$ cat src/hdl/scwr_pkg.sv
`default_nettype none
package scwr_pkg;

   // clock and timing
   localparam int CLK_HZ = 10_000_000;
   localparam int PULSE_MS = 250;
   localparam int OSC_START_MS = 1000;
   localparam int SETTLE_CYC = 4;
   localparam int CNT_W = 25;

   // register offsets
   localparam logic [7:0] REG_SEC0 = 8'h00;
   localparam logic [7:0] REG_SEC3 = 8'h03;
   localparam logic [7:0] REG_DC0 = 8'h04;
   localparam logic [7:0] REG_DC2 = 8'h06;
   localparam logic [7:0] REG_CTRL = 8'h07;
   localparam logic [7:0] REG_STATUS = 8'h08;
   localparam logic [7:0] REG_CHARGER = 8'h09;

   // control field positions
   localparam int CTL_OSC_DIS = 7;
   localparam int CTL_DC_EN = 6;
   localparam int CTL_MODE = 5;
   localparam int CTL_BACKUP_SQUARE_WAVE_ENABLE = 4;
   localparam int CTL_STEER = 3;
   localparam int CTL_RS_HI = 2;
   localparam int CTL_RS_LO = 1;
   localparam int CTL_AIE = 0;

   // status field positions
   localparam int STS_OSF = 7;
   localparam int STS_AF = 0;

   // values after reset
   localparam logic [7:0] CTRL_RESET = 8'h06;
   localparam logic [7:0] CHARGER_RESET = 8'h00;

   // prescaler
   localparam int PRESC_W = 15;
   localparam logic [14:0] PRESC_SEC_WRAP = 15'h7fff;
   localparam logic [2:0] PRESC_WD_WRAP = 3'h7;

   typedef enum logic [2:0] {
      RS_IDLE,
      RS_PFAIL,
      RS_HOLD,
      RS_SETTLE,
      RS_WAIT
   } scwr_rst_state_t;

endpackage : scwr_pkg
`default_nettype wire

$ cat src/hdl/scwr_core.sv
// Operation
// - pointer advances per byte and wraps to 00h after passing 08h.
// - start, stop or pointer wrap copies running seconds into snapshot set.
// - 32-bit seconds up counter at 00h-03h, one count per second.
// - any write to seconds bytes restarts the 1Hz phase.
// - register access refused under power fail and until reset pin released.
// - 24-bit down counter at 04h-06h; write loads counter and seed.
// - reading seconds latches the snapshot set, reading the down counter latches its live value, into the read data register.
// - enable cleared stops down counter; all-zero write disables it too.
// - alarm mode counts seconds, sets flag at zero, reloads from seed.
// - alarm mode with irq enable holds interrupt while flag set.
// - watchdog mode counts 1/4096s; read reloads seed, write reloads new seed.
// - watchdog zero sets flag and halts counter.
// - watchdog expiry, steer 0: reset pin low 250ms, then flag cleared.
// - watchdog expiry, steer 1: irq pulse 250ms if enabled, else flag stays.
// - a running 250ms watchdog pulse cannot be cut short by software.
// - counter written during watchdog pulse waits for pulse end to count.
// - alarm logic and flag-driven interrupt work on either supply.
// - power fail drives reset low; held 250ms more after recovery.
// - oscillator disable extends power-up reset by oscillator start time.
// - falling edge on reset pin starts 250ms drive; then waits release.
// - if button still held after the first drive, on release reset pin driven low for another 250ms.
// - alarm flag takes only writes of zero.
// - oscillator stop flag set while oscillator stops, cleared by zero write.
`default_nettype none
module scwr_core #(
   parameter int PULSE_CYC = scwr_pkg::PULSE_MS * (scwr_pkg::CLK_HZ / 1000),
   parameter int OSC_START_CYC = scwr_pkg::OSC_START_MS * (scwr_pkg::CLK_HZ / 1000)
) (
   // clock and reset
   input wire logic clk,
   input wire logic reset_n,
   // pins
   input wire logic oscClkIn,
   input wire logic powerFailIn,
   input wire logic rstPinIn,
   output logic rstPinOut,
   output logic rstPinOe,
   output logic intPinOut,
   output logic intPinOe,
   output logic oneHzWave,
   // byte port from serial engine
   input wire logic busStart,
   input wire logic busStop,
   input wire logic ptrLoad,
   input wire logic [7:0] ptrIn,
   input wire logic wrStrobe,
   input wire logic [7:0] wrData,
   input wire logic rdStrobe,
   output logic [7:0] rdData,
   output logic rdValid,
   output logic accessOk
);
   import scwr_pkg::*;

   localparam logic [CNT_W-1:0] PULSE_N = CNT_W'(PULSE_CYC);
   localparam logic [CNT_W-1:0] OSC_N = CNT_W'(OSC_START_CYC);
   localparam logic [CNT_W-1:0] SETTLE_N = CNT_W'(SETTLE_CYC);

   typedef struct packed {
      logic oscS1;
      logic oscS2;
      logic oscS3;
      logic pfS1;
      logic pfS2;
      logic rstS1;
      logic rstS2;
      logic rstS3;
      logic [PRESC_W-1:0] presc;
      logic [31:0] secs;
      logic [31:0] snap;
      logic [23:0] dcnt;
      logic [23:0] seed;
      logic zeroDis;
      logic halted;
      logic [7:0] ctrl;
      logic oscStopFlag;
      logic alarmFlag;
      logic [7:0] ptr;
      logic [7:0] charger;
      logic [7:0] rdData;
      logic rdValid;
      scwr_rst_state_t rsState;
      logic [CNT_W-1:0] rsCnt;
      logic rsBtn;
      logic rsWd;
      logic rsSawLow;
      logic intActive;
      logic [CNT_W-1:0] intCnt;
      logic rstDrive;
      logic intDrive;
      logic accessOk;
      logic oneHz;
   } scwr_state_t;

   localparam scwr_state_t ST_RESET = '{
      oscS1: 1'b0, oscS2: 1'b0, oscS3: 1'b0, pfS1: 1'b1, pfS2: 1'b1,
      rstS1: 1'b1, rstS2: 1'b1, rstS3: 1'b1, presc: '0, secs: '0, snap: '0,
      dcnt: '0, seed: '0, zeroDis: 1'b1, halted: 1'b0, ctrl: CTRL_RESET,
      oscStopFlag: 1'b1, alarmFlag: 1'b0, ptr: '0, charger: CHARGER_RESET,
      rdData: '0, rdValid: 1'b0, rsState: RS_PFAIL, rsCnt: '0, rsBtn: 1'b0,
      rsWd: 1'b0, rsSawLow: 1'b0, intActive: 1'b0, intCnt: '0,
      rstDrive: 1'b1, intDrive: 1'b0, accessOk: 1'b0, oneHz: 1'b0};

   scwr_state_t st_q;
   scwr_state_t st_d;

   logic oscRun;
   logic oscEdge;
   logic tickSec;
   logic tickWd;
   logic acc;
   logic wrOk;
   logic rdOk;
   logic wrap;
   logic expire;
   logic setAf;
   logic clrAf;
   logic pulseBusy;
   logic dcRun;
   logic dcTick;
   logic [23:0] seedNew;

   ////////////////////////////////////////////////////////////////////////////
   // next state
   always_comb begin
      st_d = st_q;
      seedNew = st_q.seed;
      expire = 1'b0;
      setAf = 1'b0;
      clrAf = 1'b0;
      // pin synchronisers
      st_d.oscS1 = oscClkIn;
      st_d.oscS2 = st_q.oscS1;
      st_d.oscS3 = st_q.oscS2;
      st_d.pfS1 = powerFailIn;
      st_d.pfS2 = st_q.pfS1;
      st_d.rstS1 = rstPinIn;
      st_d.rstS2 = st_q.rstS1;
      st_d.rstS3 = st_q.rstS2;

      // prescaler ticks
      oscRun = !(st_q.ctrl[CTL_OSC_DIS] && st_q.pfS2);
      oscEdge = st_q.oscS2 && !st_q.oscS3 && oscRun;
      tickSec = oscEdge && (st_q.presc == PRESC_SEC_WRAP);
      tickWd = oscEdge && (st_q.presc[2:0] == PRESC_WD_WRAP);
      if (oscEdge) begin
         st_d.presc = st_q.presc + 15'h0001;
      end
      if (tickSec) begin
         st_d.secs = st_q.secs + 32'h0000_0001;
      end

      // access gate
      acc = (st_q.rsState == RS_IDLE) && !st_q.pfS2;
      wrOk = wrStrobe && acc;
      rdOk = rdStrobe && acc;
      wrap = (wrOk || rdOk) && (st_q.ptr >= REG_STATUS);

      // pointer
      if (ptrLoad) begin
         st_d.ptr = ptrIn;
      end else if (wrOk || rdOk) begin
         st_d.ptr = wrap ? REG_SEC0 : st_q.ptr + 8'h01;
      end

      // snapshot
      if (busStart || busStop || wrap) begin
         st_d.snap = st_q.secs;
      end

      // down counter
      pulseBusy = st_q.intActive || st_q.rsWd;
      dcRun = st_q.ctrl[CTL_DC_EN] && !st_q.zeroDis && !st_q.halted && !pulseBusy;
      dcTick = st_q.ctrl[CTL_MODE] ? tickWd : tickSec;
      if (dcRun && dcTick) begin
         if (st_q.dcnt <= 24'h00_0001) begin
            setAf = 1'b1;
            if (st_q.ctrl[CTL_MODE]) begin
               st_d.dcnt = '0;
               st_d.halted = 1'b1;
               expire = 1'b1;
            end else begin
               st_d.dcnt = st_q.seed;
            end
         end else begin
            st_d.dcnt = st_q.dcnt - 24'h00_0001;
         end
      end

      // register reads
      st_d.rdValid = rdStrobe;
      st_d.rdData = 8'h00;
      if (rdOk) begin
         if (st_q.ptr <= REG_SEC3) begin
            st_d.rdData = st_q.snap[8*st_q.ptr[1:0] +: 8];
         end else if (st_q.ptr <= REG_DC2) begin
            st_d.rdData = st_q.dcnt[8*(st_q.ptr[1:0]) +: 8];
            if (st_q.ctrl[CTL_MODE]) begin
               st_d.dcnt = st_q.seed;
               st_d.halted = 1'b0;
            end
         end else if (st_q.ptr == REG_CTRL) begin
            st_d.rdData = st_q.ctrl;
         end else if (st_q.ptr == REG_STATUS) begin
            st_d.rdData = {st_q.oscStopFlag, 6'h00, st_q.alarmFlag};
         end else if (st_q.ptr == REG_CHARGER) begin
            st_d.rdData = st_q.charger;
         end else begin
            st_d.rdData = 8'h00;
         end
      end

      // register writes
      if (wrOk) begin
         if (st_q.ptr <= REG_SEC3) begin
            st_d.secs[8*st_q.ptr[1:0] +: 8] = wrData;
            st_d.presc = '0;
         end else if (st_q.ptr <= REG_DC2) begin
            seedNew[8*(st_q.ptr[1:0]) +: 8] = wrData;
            st_d.seed = seedNew;
            st_d.dcnt = seedNew;
            st_d.halted = 1'b0;
            if (seedNew == 24'h00_0000) begin
               st_d.zeroDis = 1'b1;
            end
         end else if (st_q.ptr == REG_CTRL) begin
            st_d.ctrl = wrData;
            if (wrData[CTL_DC_EN] && !st_q.ctrl[CTL_DC_EN] && (st_q.seed != 24'h00_0000)) begin
               st_d.zeroDis = 1'b0;
            end
         end else if (st_q.ptr == REG_STATUS) begin
            if (!wrData[STS_AF]) begin
               clrAf = 1'b1;
            end
            if (!wrData[STS_OSF]) begin
               st_d.oscStopFlag = 1'b0;
            end
         end else if (st_q.ptr == REG_CHARGER) begin
            st_d.charger = wrData;
         end
      end
      if (!oscRun) begin
         st_d.oscStopFlag = 1'b1;
      end

      // interrupt pulse
      if (st_q.intActive) begin
         if (st_q.intCnt <= 25'h000_0001) begin
            st_d.intActive = 1'b0;
            clrAf = 1'b1;
         end else begin
            st_d.intCnt = st_q.intCnt - 25'h000_0001;
         end
      end else if (expire && st_q.ctrl[CTL_STEER] && st_q.ctrl[CTL_AIE]) begin
         st_d.intActive = 1'b1;
         st_d.intCnt = PULSE_N;
      end

      // reset sequencer
      case (st_q.rsState)
         RS_IDLE: begin
            if (st_q.pfS2) begin
               st_d.rsState = RS_PFAIL;
            end else if (expire && !st_q.ctrl[CTL_STEER]) begin
               st_d.rsState = RS_HOLD;
               st_d.rsCnt = PULSE_N;
               st_d.rsWd = 1'b1;
               st_d.rsBtn = 1'b0;
            end else if (st_q.rstS3 && !st_q.rstS2) begin
               st_d.rsState = RS_HOLD;
               st_d.rsCnt = PULSE_N;
               st_d.rsBtn = 1'b1;
            end
         end
         RS_PFAIL: begin
            st_d.rsWd = 1'b0;
            if (!st_q.pfS2) begin
               st_d.rsState = RS_HOLD;
               st_d.rsBtn = 1'b0;
               st_d.rsCnt = st_q.ctrl[CTL_OSC_DIS] ? PULSE_N + OSC_N : PULSE_N;
            end
         end
         RS_HOLD: begin
            if (st_q.pfS2) begin
               st_d.rsState = RS_PFAIL;
            end else if (st_q.rsCnt <= 25'h000_0001) begin
               st_d.rsState = RS_SETTLE;
               st_d.rsCnt = SETTLE_N;
               st_d.rsWd = 1'b0;
               if (st_q.rsWd) begin
                  clrAf = 1'b1;
               end
            end else begin
               st_d.rsCnt = st_q.rsCnt - 25'h000_0001;
            end
         end
         RS_SETTLE: begin
            if (st_q.pfS2) begin
               st_d.rsState = RS_PFAIL;
            end else if (st_q.rsCnt <= 25'h000_0001) begin
               st_d.rsState = st_q.rsBtn ? RS_WAIT : RS_IDLE;
               st_d.rsSawLow = 1'b0;
            end else begin
               st_d.rsCnt = st_q.rsCnt - 25'h000_0001;
            end
         end
         RS_WAIT: begin
            if (st_q.pfS2) begin
               st_d.rsState = RS_PFAIL;
            end else if (!st_q.rstS2) begin
               st_d.rsSawLow = 1'b1;
            end else if (st_q.rsSawLow) begin
               st_d.rsState = RS_HOLD;
               st_d.rsCnt = PULSE_N;
               st_d.rsBtn = 1'b0;
            end else begin
               st_d.rsState = RS_IDLE;
            end
         end
         default: begin
            st_d.rsState = RS_PFAIL;
         end
      endcase

      // alarm flag, set wins
      st_d.alarmFlag = setAf || (st_q.alarmFlag && !clrAf);

      // registered pin drives
      st_d.rstDrive = (st_d.rsState == RS_PFAIL) || (st_d.rsState == RS_HOLD);
      st_d.intDrive = st_d.intActive ||
         (!st_d.ctrl[CTL_MODE] && st_d.ctrl[CTL_AIE] && st_d.alarmFlag);
      st_d.accessOk = (st_d.rsState == RS_IDLE) && !st_q.pfS2;
      st_d.oneHz = st_d.presc[PRESC_W-1];
   end

   ////////////////////////////////////////////////////////////////////////////
   // state register
   always_ff @(posedge clk or negedge reset_n) begin
      if (!reset_n) begin
         st_q <= ST_RESET;
      end else begin
         st_q <= st_d;
      end
   end

   ////////////////////////////////////////////////////////////////////////////
   // outputs
   assign rstPinOut = 1'b0;
   assign intPinOut = 1'b0;
   assign rstPinOe = st_q.rstDrive;
   assign intPinOe = st_q.intDrive;
   assign oneHzWave = st_q.oneHz;
   assign rdData = st_q.rdData;
   assign rdValid = st_q.rdValid;
   assign accessOk = st_q.accessOk;
endmodule : scwr_core
`default_nettype wire

$ cat config.mk
export PLATFORM = sky130hd
export DESIGN_NAME = scwr_core
export DESIGN_NICKNAME = d
export VERILOG_FILES = /design/src/hdl/scwr_pkg.sv /design/src/hdl/scwr_core.sv
export SDC_FILE = /design/constraint.sdc
export NUM_CORES = 1
export LEC_CHECK = 0
export BUFFER_PORTS_ARGS = -buffer_cell sky130_fd_sc_hd__buf_2
export CELL_PAD_IN_SITES_DETAIL_PLACEMENT = 2
export CELL_PAD_IN_SITES_GLOBAL_PLACEMENT = 2
export CORE_UTILIZATION = 41
export DETAILED_ROUTE_END_ITERATION = 7
export PLACE_DENSITY_LB_ADDON = 0.1
export RECOVER_POWER = 100
export SLEW_MARGIN = 30
export SYNTH_ARGS = -nofsm -noshare
export SYNTH_HDL_FRONTEND = slang
export SYNTH_SLANG_ARGS = --single-unit
$ cat constraint.sdc
create_clock -name clk -period 3.6 [get_ports clk]
set_input_delay 0.36 -clock clk [delete_from_list [all_inputs] [get_ports clk]]
set_output_delay 0.36 -clock clk [all_outputs]
set_load 0.05 [all_outputs]
==> results.sh, run 1 <==
export IMPL_status="finished, violations left"
export IMPL_failed_checks="max-capacitance violations, max-slew violations"
export IMPL_cts_made_buffers=28
export IMPL_postLayoutCoreUtil=0.471
export IMPL_dr_pass1_iters=5
export IMPL_grt_total_usage=0.300
export IMPL_placedCellCount=1736
export IMPL_route_met3_wl_um=1750
export IMPL_p_int_w=0.00510
export IMPL_report_final_hold_viol_count=0
export IMPL_cts_reportedPaths_clkPinSlew_ps=60
export IMPL_hp_class="input port to flop"
export IMPL_arrival_ps=3780
export IMPL_drt_initial_drc_count=672
export IMPL_synth_cell_type_count=78
export IMPL_place_congestion=0.866
export IMPL_topRoutingLayerUsed="met5"
export IMPL_cp_depth=7
export IMPL_synth_top_family_by_area="simple AND/OR/NAND/NOR gates"
export IMPL_finalSetupViolCount=0
export IMPL_crit_path_end_kind="flop"
export IMPL_synth_area_leader_cell="dfrtp_1"
export IMPL_io_pins=41
export IMPL_synthToLayoutAreaGrowth_pct=12.7
export IMPL_num_vias=11300
export IMPL_yosysWarnings=0
export IMPL_post_cts_resize_count=0
export IMPL_grt_first_pass_wirelength_um=73600
export IMPL_synthAdderAreaFrac=0.0146
export IMPL_synth_top_area_frac=0.431
export IMPL_io_buffers=38
export IMPL_r2r_end="st_q[209]"
export IMPL_critical_path_startpoint="st_q[228]"
export IMPL_row_count=64
export IMPL_ys_ff_latch=232
export IMPL_ys_flop_type="dfrtp_1"
export IMPL_clk_latency_ps=550
export IMPL_drt_wl_total_um=47000
export IMPL_power_w=0.00734
export IMPL_synth_xor_xnor_area_share=0.0437
export IMPL_crit_chain="nand2_1, nor4b_1, clkbuf_2, nand4_1, nor4_1, xor2_1, a22o_1"
export IMPL_route_detailed_drc=0
export IMPL_p_sw_frac=0.305
export IMPL_maxCapViolCount=1
export IMPL_min_from="ptrIn[1]"
export IMPL_relSlewSlack=-0.826
export IMPL_p_comb_frac=0.161
export IMPL_fin_setup_tns_ps=0
export IMPL_fin_crit_sh=0.926
export IMPL_wl_met1_um=20000
export IMPL_synth_most_common_cell="dfrtp_1"
export IMPL_tightestPinTransition_ps=2740
export IMPL_powerDensity_nw_per_um2=508
export IMPL_cp_slowest_cell="nand4_1"
export IMPL_synthMuxAreaShare=0.0656
export IMPL_antenna_found_initial=1
export IMPL_yosys_top_cells_area="dfrtp_1 (43%), mux2_2 (4.2%), nor2_1 (3.5%), o21ai_0 (3.5%), nand2_1 (3.4%)"
export IMPL_seq_area_frac_synth=0.454
export IMPL_syn_avg_cell_area_um2=9.58
export IMPL_synth_cells_most_frequent="dfrtp_1 (221), nor2_1 (120), nand2_1 (116), o21ai_0 (89), a21oi_1 (60)"
export IMPL_final_layout_size_suffix_gt1_frac=0.138
export IMPL_async_flop_share=1.00
export IMPL_grt_max_degree=109
export IMPL_rsz0062_at_grt="no"
export IMPL_ir_drop_uv=435
export IMPL_clockBufferDepth=3
export IMPL_dieWidth_um=179
export IMPL_post_cts_setup_buffers=0
export IMPL_cts_tree="built"
export IMPL_synth_cells=1339
export IMPL_start_util=0.418
export IMPL_cts_max_level=1
export IMPL_startpoint_type="flop"
export IMPL_critical_path_peak_fanout=14
export IMPL_cp_required_ps=4050
export IMPL_die_area_um2=32000
export IMPL_ff2ff_setup_slack_ps=270
export IMPL_fmax_mhz=300
export IMPL_crit_end="st_q[209]"
export IMPL_core_um2=30700
export IMPL_p_sw_w=0.00224
export IMPL_path_delay_family="simple AND/OR/NAND/NOR gates"
export IMPL_reg2reg_from="st_q[228]"
export IMPL_routedWlPerCell_um=26.2
export IMPL_synth_compound_area_share=0.180
export IMPL_rr_worst_depth=7
export IMPL_critPathBufInv=1
export IMPL_ctsHoldBuffers=5
export IMPL_final_cells=1793
export IMPL_p_clk_frac=0.407
export IMPL_path_class="flop to flop"
export IMPL_leakagePower_nw=6.27
export IMPL_overflow=0
export IMPL_synth_enable_flop_cells=0
export IMPL_route_met2_wl_um=23700
export IMPL_crit_path_max_incr_delay_ps=630
export IMPL_nets=1417
export IMPL_seqPwrFrac=0.432
export IMPL_layout_min_cycle_time_ps=3330
export IMPL_antennaDiodeCount=0
export IMPL_yosys_area_share_simple=0.203
export IMPL_finClkSkew_ps=16.6
export IMPL_antenna_left=0
export IMPL_drv_slew=47
export IMPL_clkSinkCount=232
export IMPL_die_y_um=179
export IMPL_root_buffer="clkbuf_16"
export IMPL_syn_cell_area_um2=12800
export IMPL_vias_per_cell=6.29
export IMPL_grt_pass1_vias=12400
export IMPL_hpwl_um=32600
## per-layer routing
layer / vias to the layer above / track usage
li1: 4989 / -
met1: 5955 / 0.381
met2: 243 / 0.525
met3: 81 / 0.0322
met4: 2 / 0.103
met5: - / 0
## cells by family after synthesis
family          after synthesis
flops                       232
buf+inv                     120
simple gates                500
other cells                   1
xor+xnor                     64
compound gates              339
fa+ha+maj                    15
mux                          68
## through the flow
stage	setup WS (ps)	hold WS [ps]	area, um^2
2_1_floorplan	908	64.4	12800
3_3_place_gp	628	334	13500
3_5_place_dp	444	342	13500
4_1_cts	495	10.2	14500
6_report	267	20.4	14500
5_1_grt	94.6	22.4	14500
## power by group through the flow
| stage | Clock [W] | Sequential, W | Combinational [W] |
|---|---|---|---|
| after global routing | 0.00313 | 0.00321 | 0.00130 |
| after floorplan | 0 | 0.00311 | 0.000753 |
| final | 0.00298 | 0.00317 | 0.00118 |
| after global placement | 0 | 0.00319 | 0.00111 |
| after detailed placement | 0 | 0.00320 | 0.00117 |
| after CTS | 0.00304 | 0.00317 | 0.00120 |
## flip-flops by register name, indices dropped and copies added, names as in the netlist
| name | cells |
|---|---|
| accessOk | 1 |
| intPinOe | 1 |
| oneHzWave | 1 |
| rdData | 8 |
| rdValid | 1 |
| rstPinOe | 1 |
| st_d | 5 |
| st_q | 214 |
## layout make-up
class | instances | area, um^2
Multi-Input combinational cell | 988 | 6450
Inverter | 42 | 158
Tap cell | 396 | 495
Clock buffer | 39 | 833
Clock inverter | 12 | 135
Timing Repair Buffer | 84 | 554
Sequential cell | 232 | 5820
Fill cell | 3272 | 16200
## placed cells by master (no fill, tap or decap), types with 7 or more instances in the layout
| master | Yosys | layout |
|---|---|---|
| and4_1 | 7 | 7 |
| a22oi_1 | 19 | 19 |
| o21ai_0 | 89 | 88 |
| clkbuf_16 | 0 | 29 |
| o31ai_1 | 12 | 13 |
| nor2_1 | 120 | 121 |
| clkinv_2 | 0 | 9 |
| nand4_1 | 26 | 26 |
| mux2_2 | 48 | 47 |
| dfrtp_1 | 221 | 221 |
| dfstp_2 | 11 | 8 |
| or4_1 | 14 | 15 |
| a211oi_1 | 8 | 8 |
| o211ai_1 | 12 | 12 |
| and3_1 | 18 | 18 |
| a21oi_1 | 60 | 60 |
| buf_4 | 11 | 28 |
| nand2b_1 | 17 | 17 |
| a31oi_1 | 11 | 11 |
| nor4_1 | 26 | 27 |
| clkbuf_2 | 0 | 7 |
| mux2i_1 | 12 | 12 |
| ha_1 | 15 | 15 |
| inv_1 | 41 | 42 |
| mux4_2 | 8 | 8 |
| nand2_1 | 116 | 116 |
| clkbuf_8 | 0 | 7 |
| xnor2_1 | 34 | 34 |
| a221oi_1 | 10 | 10 |
| nor2b_1 | 7 | 7 |
| or3_1 | 16 | 16 |
| nor3_1 | 45 | 47 |
| xor2_1 | 30 | 30 |
| nand3_1 | 41 | 41 |
| clkbuf_1 | 56 | 20 |
| a22o_1 | 48 | 48 |
| buf_2 | 9 | 23 |
## worst register-to-register path, cell delays in order, from the launching register on
cell      delay, ps
dfstp_1         540
nand2_1         330
nor4b_1         400
clkbuf_2        370
nand4_1         630
nor4_1          550
xor2_1          140
a22o_1          260
## how the worst min path moves through the flow
stage | cells past startpoint | to | slack, ps
floorplan | 0 | accessOk | 60
global placement | 0 | st_d[230] | 330
detailed placement | 0 | st_d[230] | 340
CTS | 3 | st_q[79] | 10
global route | 3 | st_q[84] | 20
finish | 3 | st_q[79] | 20
(Power assumes the default switching activity.)
==> inputs of run 2 (changes only) <==
Settings changed: CORE_MARGIN set to 2.
==> run 2 against run 1 <==
The flow still finishes with violations (max-capacitance violations, max-slew violations); global-route usage is 1.0 points lower; sequential power about the same; cell count rose by 0.11%; die area increased by 2.2%; first-iteration DRC count is 8.9% higher; register-to-register slack gained 130 ps; critical path depth unchanged; via count decreased by 1.0%; clock skew grew 8.0 ps; sequential share of layout area is essentially flat; cell area down 0.11%; critical path type unchanged.
==> results.sh, run 2 (synthesized netlist as in run 1, its figures left out) <==
export IMPL_place_congestion=0.843
export IMPL_p_clk_frac=0.403
export IMPL_report_final_hold_viol_count=0
export IMPL_dieWidth_um=181
export IMPL_critical_path_peak_fanout=10
export IMPL_grt_max_degree=78
export IMPL_final_common_cell="dfrtp_1"
export IMPL_ctsHoldBuffers=5
export IMPL_finClkSkew_ps=24.6
export IMPL_antenna_left=0
export IMPL_dr_pass1_iters=5
export IMPL_crit_path_max_incr_delay_ps=880
export IMPL_p_sw_w=0.00225
export IMPL_clockBufferDepth=3
export IMPL_cts_reportedPaths_clkPinSlew_ps=60
export IMPL_leakagePower_nw=6.23
export IMPL_ff_latch_area_um2=5820
export IMPL_final_cell_mix="dfrtp_1 (221), nor2_1 (121), nand2_1 (117), o21ai_0 (88), a21oi_1 (60)"
export IMPL_crit_chain="nor4_1, and2_0, and2_0, nor2_1, clkbuf_2, a221oi_1, o31ai_1"
export IMPL_grt_pass1_vias=12500
export IMPL_routedWlPerCell_um=26.2
export IMPL_arrival_ps=3680
export IMPL_io_buffers=38
export IMPL_final_layout_size_suffix_gt1_frac=0.137
export IMPL_drt_initial_drc_count=732
export IMPL_fin_setup_tns_ps=0
export IMPL_finalSetupViolCount=0
export IMPL_drt_wl_total_um=47000
export IMPL_power_w=0.00729
export IMPL_overflow=0
export IMPL_die_y_um=181
export IMPL_fmax_mhz=312
export IMPL_path_class="flop to flop"
export IMPL_cts_tree="built"
export IMPL_failed_checks="max-capacitance violations, max-slew violations"
export IMPL_layout_min_cycle_time_ps=3210
export IMPL_crit_path_end_kind="flop"
export IMPL_vias_per_cell=6.21
export IMPL_p_comb_frac=0.161
export IMPL_fillers=3272
export IMPL_grt_total_usage=0.289
export IMPL_drv_slew=73
export IMPL_core_um2=30700
export IMPL_nets=1418
export IMPL_maxCapViolCount=1
export IMPL_rsz0062_at_grt="no"
export IMPL_hp_class="input port to flop"
export IMPL_cts_max_level=1
export IMPL_largest_reg_flops=214
export IMPL_grt_first_pass_wirelength_um=74800
export IMPL_io_pins=41
export IMPL_cts_made_buffers=28
export IMPL_relSlewSlack=-0.419
export IMPL_num_vias=11200
export IMPL_ff2ff_setup_slack_ps=390
export IMPL_die_area_um2=32700
export IMPL_synthToLayoutAreaGrowth_pct=12.5
export IMPL_post_cts_resize_count=0
export IMPL_route_detailed_drc=0
export IMPL_post_cts_setup_buffers=0
export IMPL_cpMostUsedCell="and2_0"
export IMPL_antennaDiodeCount=0
export IMPL_startpoint_type="flop"
export IMPL_start_util=0.418
export IMPL_cp_slowest_cell="dfstp_1"
export IMPL_clk_latency_ps=560
export IMPL_clkSinkCount=232
export IMPL_top_register="st_q"
export IMPL_status="finished, violations left"
export IMPL_fin_crit_sh=0.891
export IMPL_powerDensity_nw_per_um2=505
export IMPL_row_count=64
export IMPL_seqPwrFrac=0.435
export IMPL_tightestPinTransition_ps=2130
export IMPL_ir_drop_uv=388
export IMPL_antenna_found_initial=2
export IMPL_postLayoutCoreUtil=0.471
export IMPL_hpwl_um=32400
export IMPL_p_int_w=0.00504
export IMPL_p_sw_frac=0.308
export IMPL_cp_required_ps=4070
export IMPL_multi_input_area_um2=6470
export IMPL_root_buffer="clkbuf_16"
run 2: cell count changes in the layout (fill, tap and decap cells not counted), sizes merged:
| cell | previous run | this run |
|---|---|---|
| clkinv | 9 | 5 |
| clkbuf | 63 | 66 |
| dlymetal6s4s | 1 | 0 |
| buf | 54 | 58 |
run 2: final cells by class:
cell class / count / area share
Multi-Input combinational cell: 988 / 0.448
Inverter: 42 / 0.0109
Sequential cell: 232 / 0.403
Timing Repair Buffer: 85 / 0.0375
Tap cell: 396 / 0.0343
Clock buffer: 44 / 0.0569
Clock inverter: 8 / 0.00876
run 2: layer usage:
layer  track usage  routed length (um)
met4        0.0861                1380
met5             0                  13
met1         0.381               20200
met3        0.0325                1870
met2         0.501               23500
run 2: power groups by stage:
stage | sequential, W | combinational, W | clock, W
after CTS | 0.00317 | 0.00119 | 0.00300
after floorplan | 0.00311 | 0.000753 | 0
after global routing | 0.00321 | 0.00131 | 0.00309
after detailed placement | 0.00321 | 0.00116 | 0
after global placement | 0.00318 | 0.00111 | 0
final | 0.00317 | 0.00118 | 0.00294
run 2: path summary, 6_finish.rpt:
check | startpoint | endpoint | depth (start not counted)
worst max-delay path | st_q[228] | st_q[142] | 7
max in group asynchronous | reset_n | st_q[79] | 3
worst min-delay path | ptrIn[4] | st_q[82] | 3
worst min register to register | st_d[231] | st_d[230] | 0
min in group asynchronous | reset_n | st_q[143] | 2
worst max register to register | st_q[228] | st_q[142] | 7
run 2: worst max-delay path, delay by kind of cell (launching register included):
| family | cells | cell delay (ps) |
|---|---|---|
| flops | 1 | 880 |
| buf+inv | 1 | 370 |
| simple gates | 4 | 1510 |
| compound gates | 2 | 350 |
run 2: through the flow:
| step | setup slack [ps] | hold WS [ps] | instances | area [um^2] |
|---|---|---|---|---|
| 3_3_place_gp | 742 | 343 | 1738 | 13500 |
| 2_1_floorplan | 908 | 64.4 | 1340 | 12800 |
| 4_1_cts | 556 | 21.6 | 1795 | 14500 |
| 3_5_place_dp | 629 | 346 | 1738 | 13500 |
| 5_1_grt | 199 | 34.9 | 1795 | 14400 |
| 6_report | 392 | 38.4 | 1795 | 14400 |
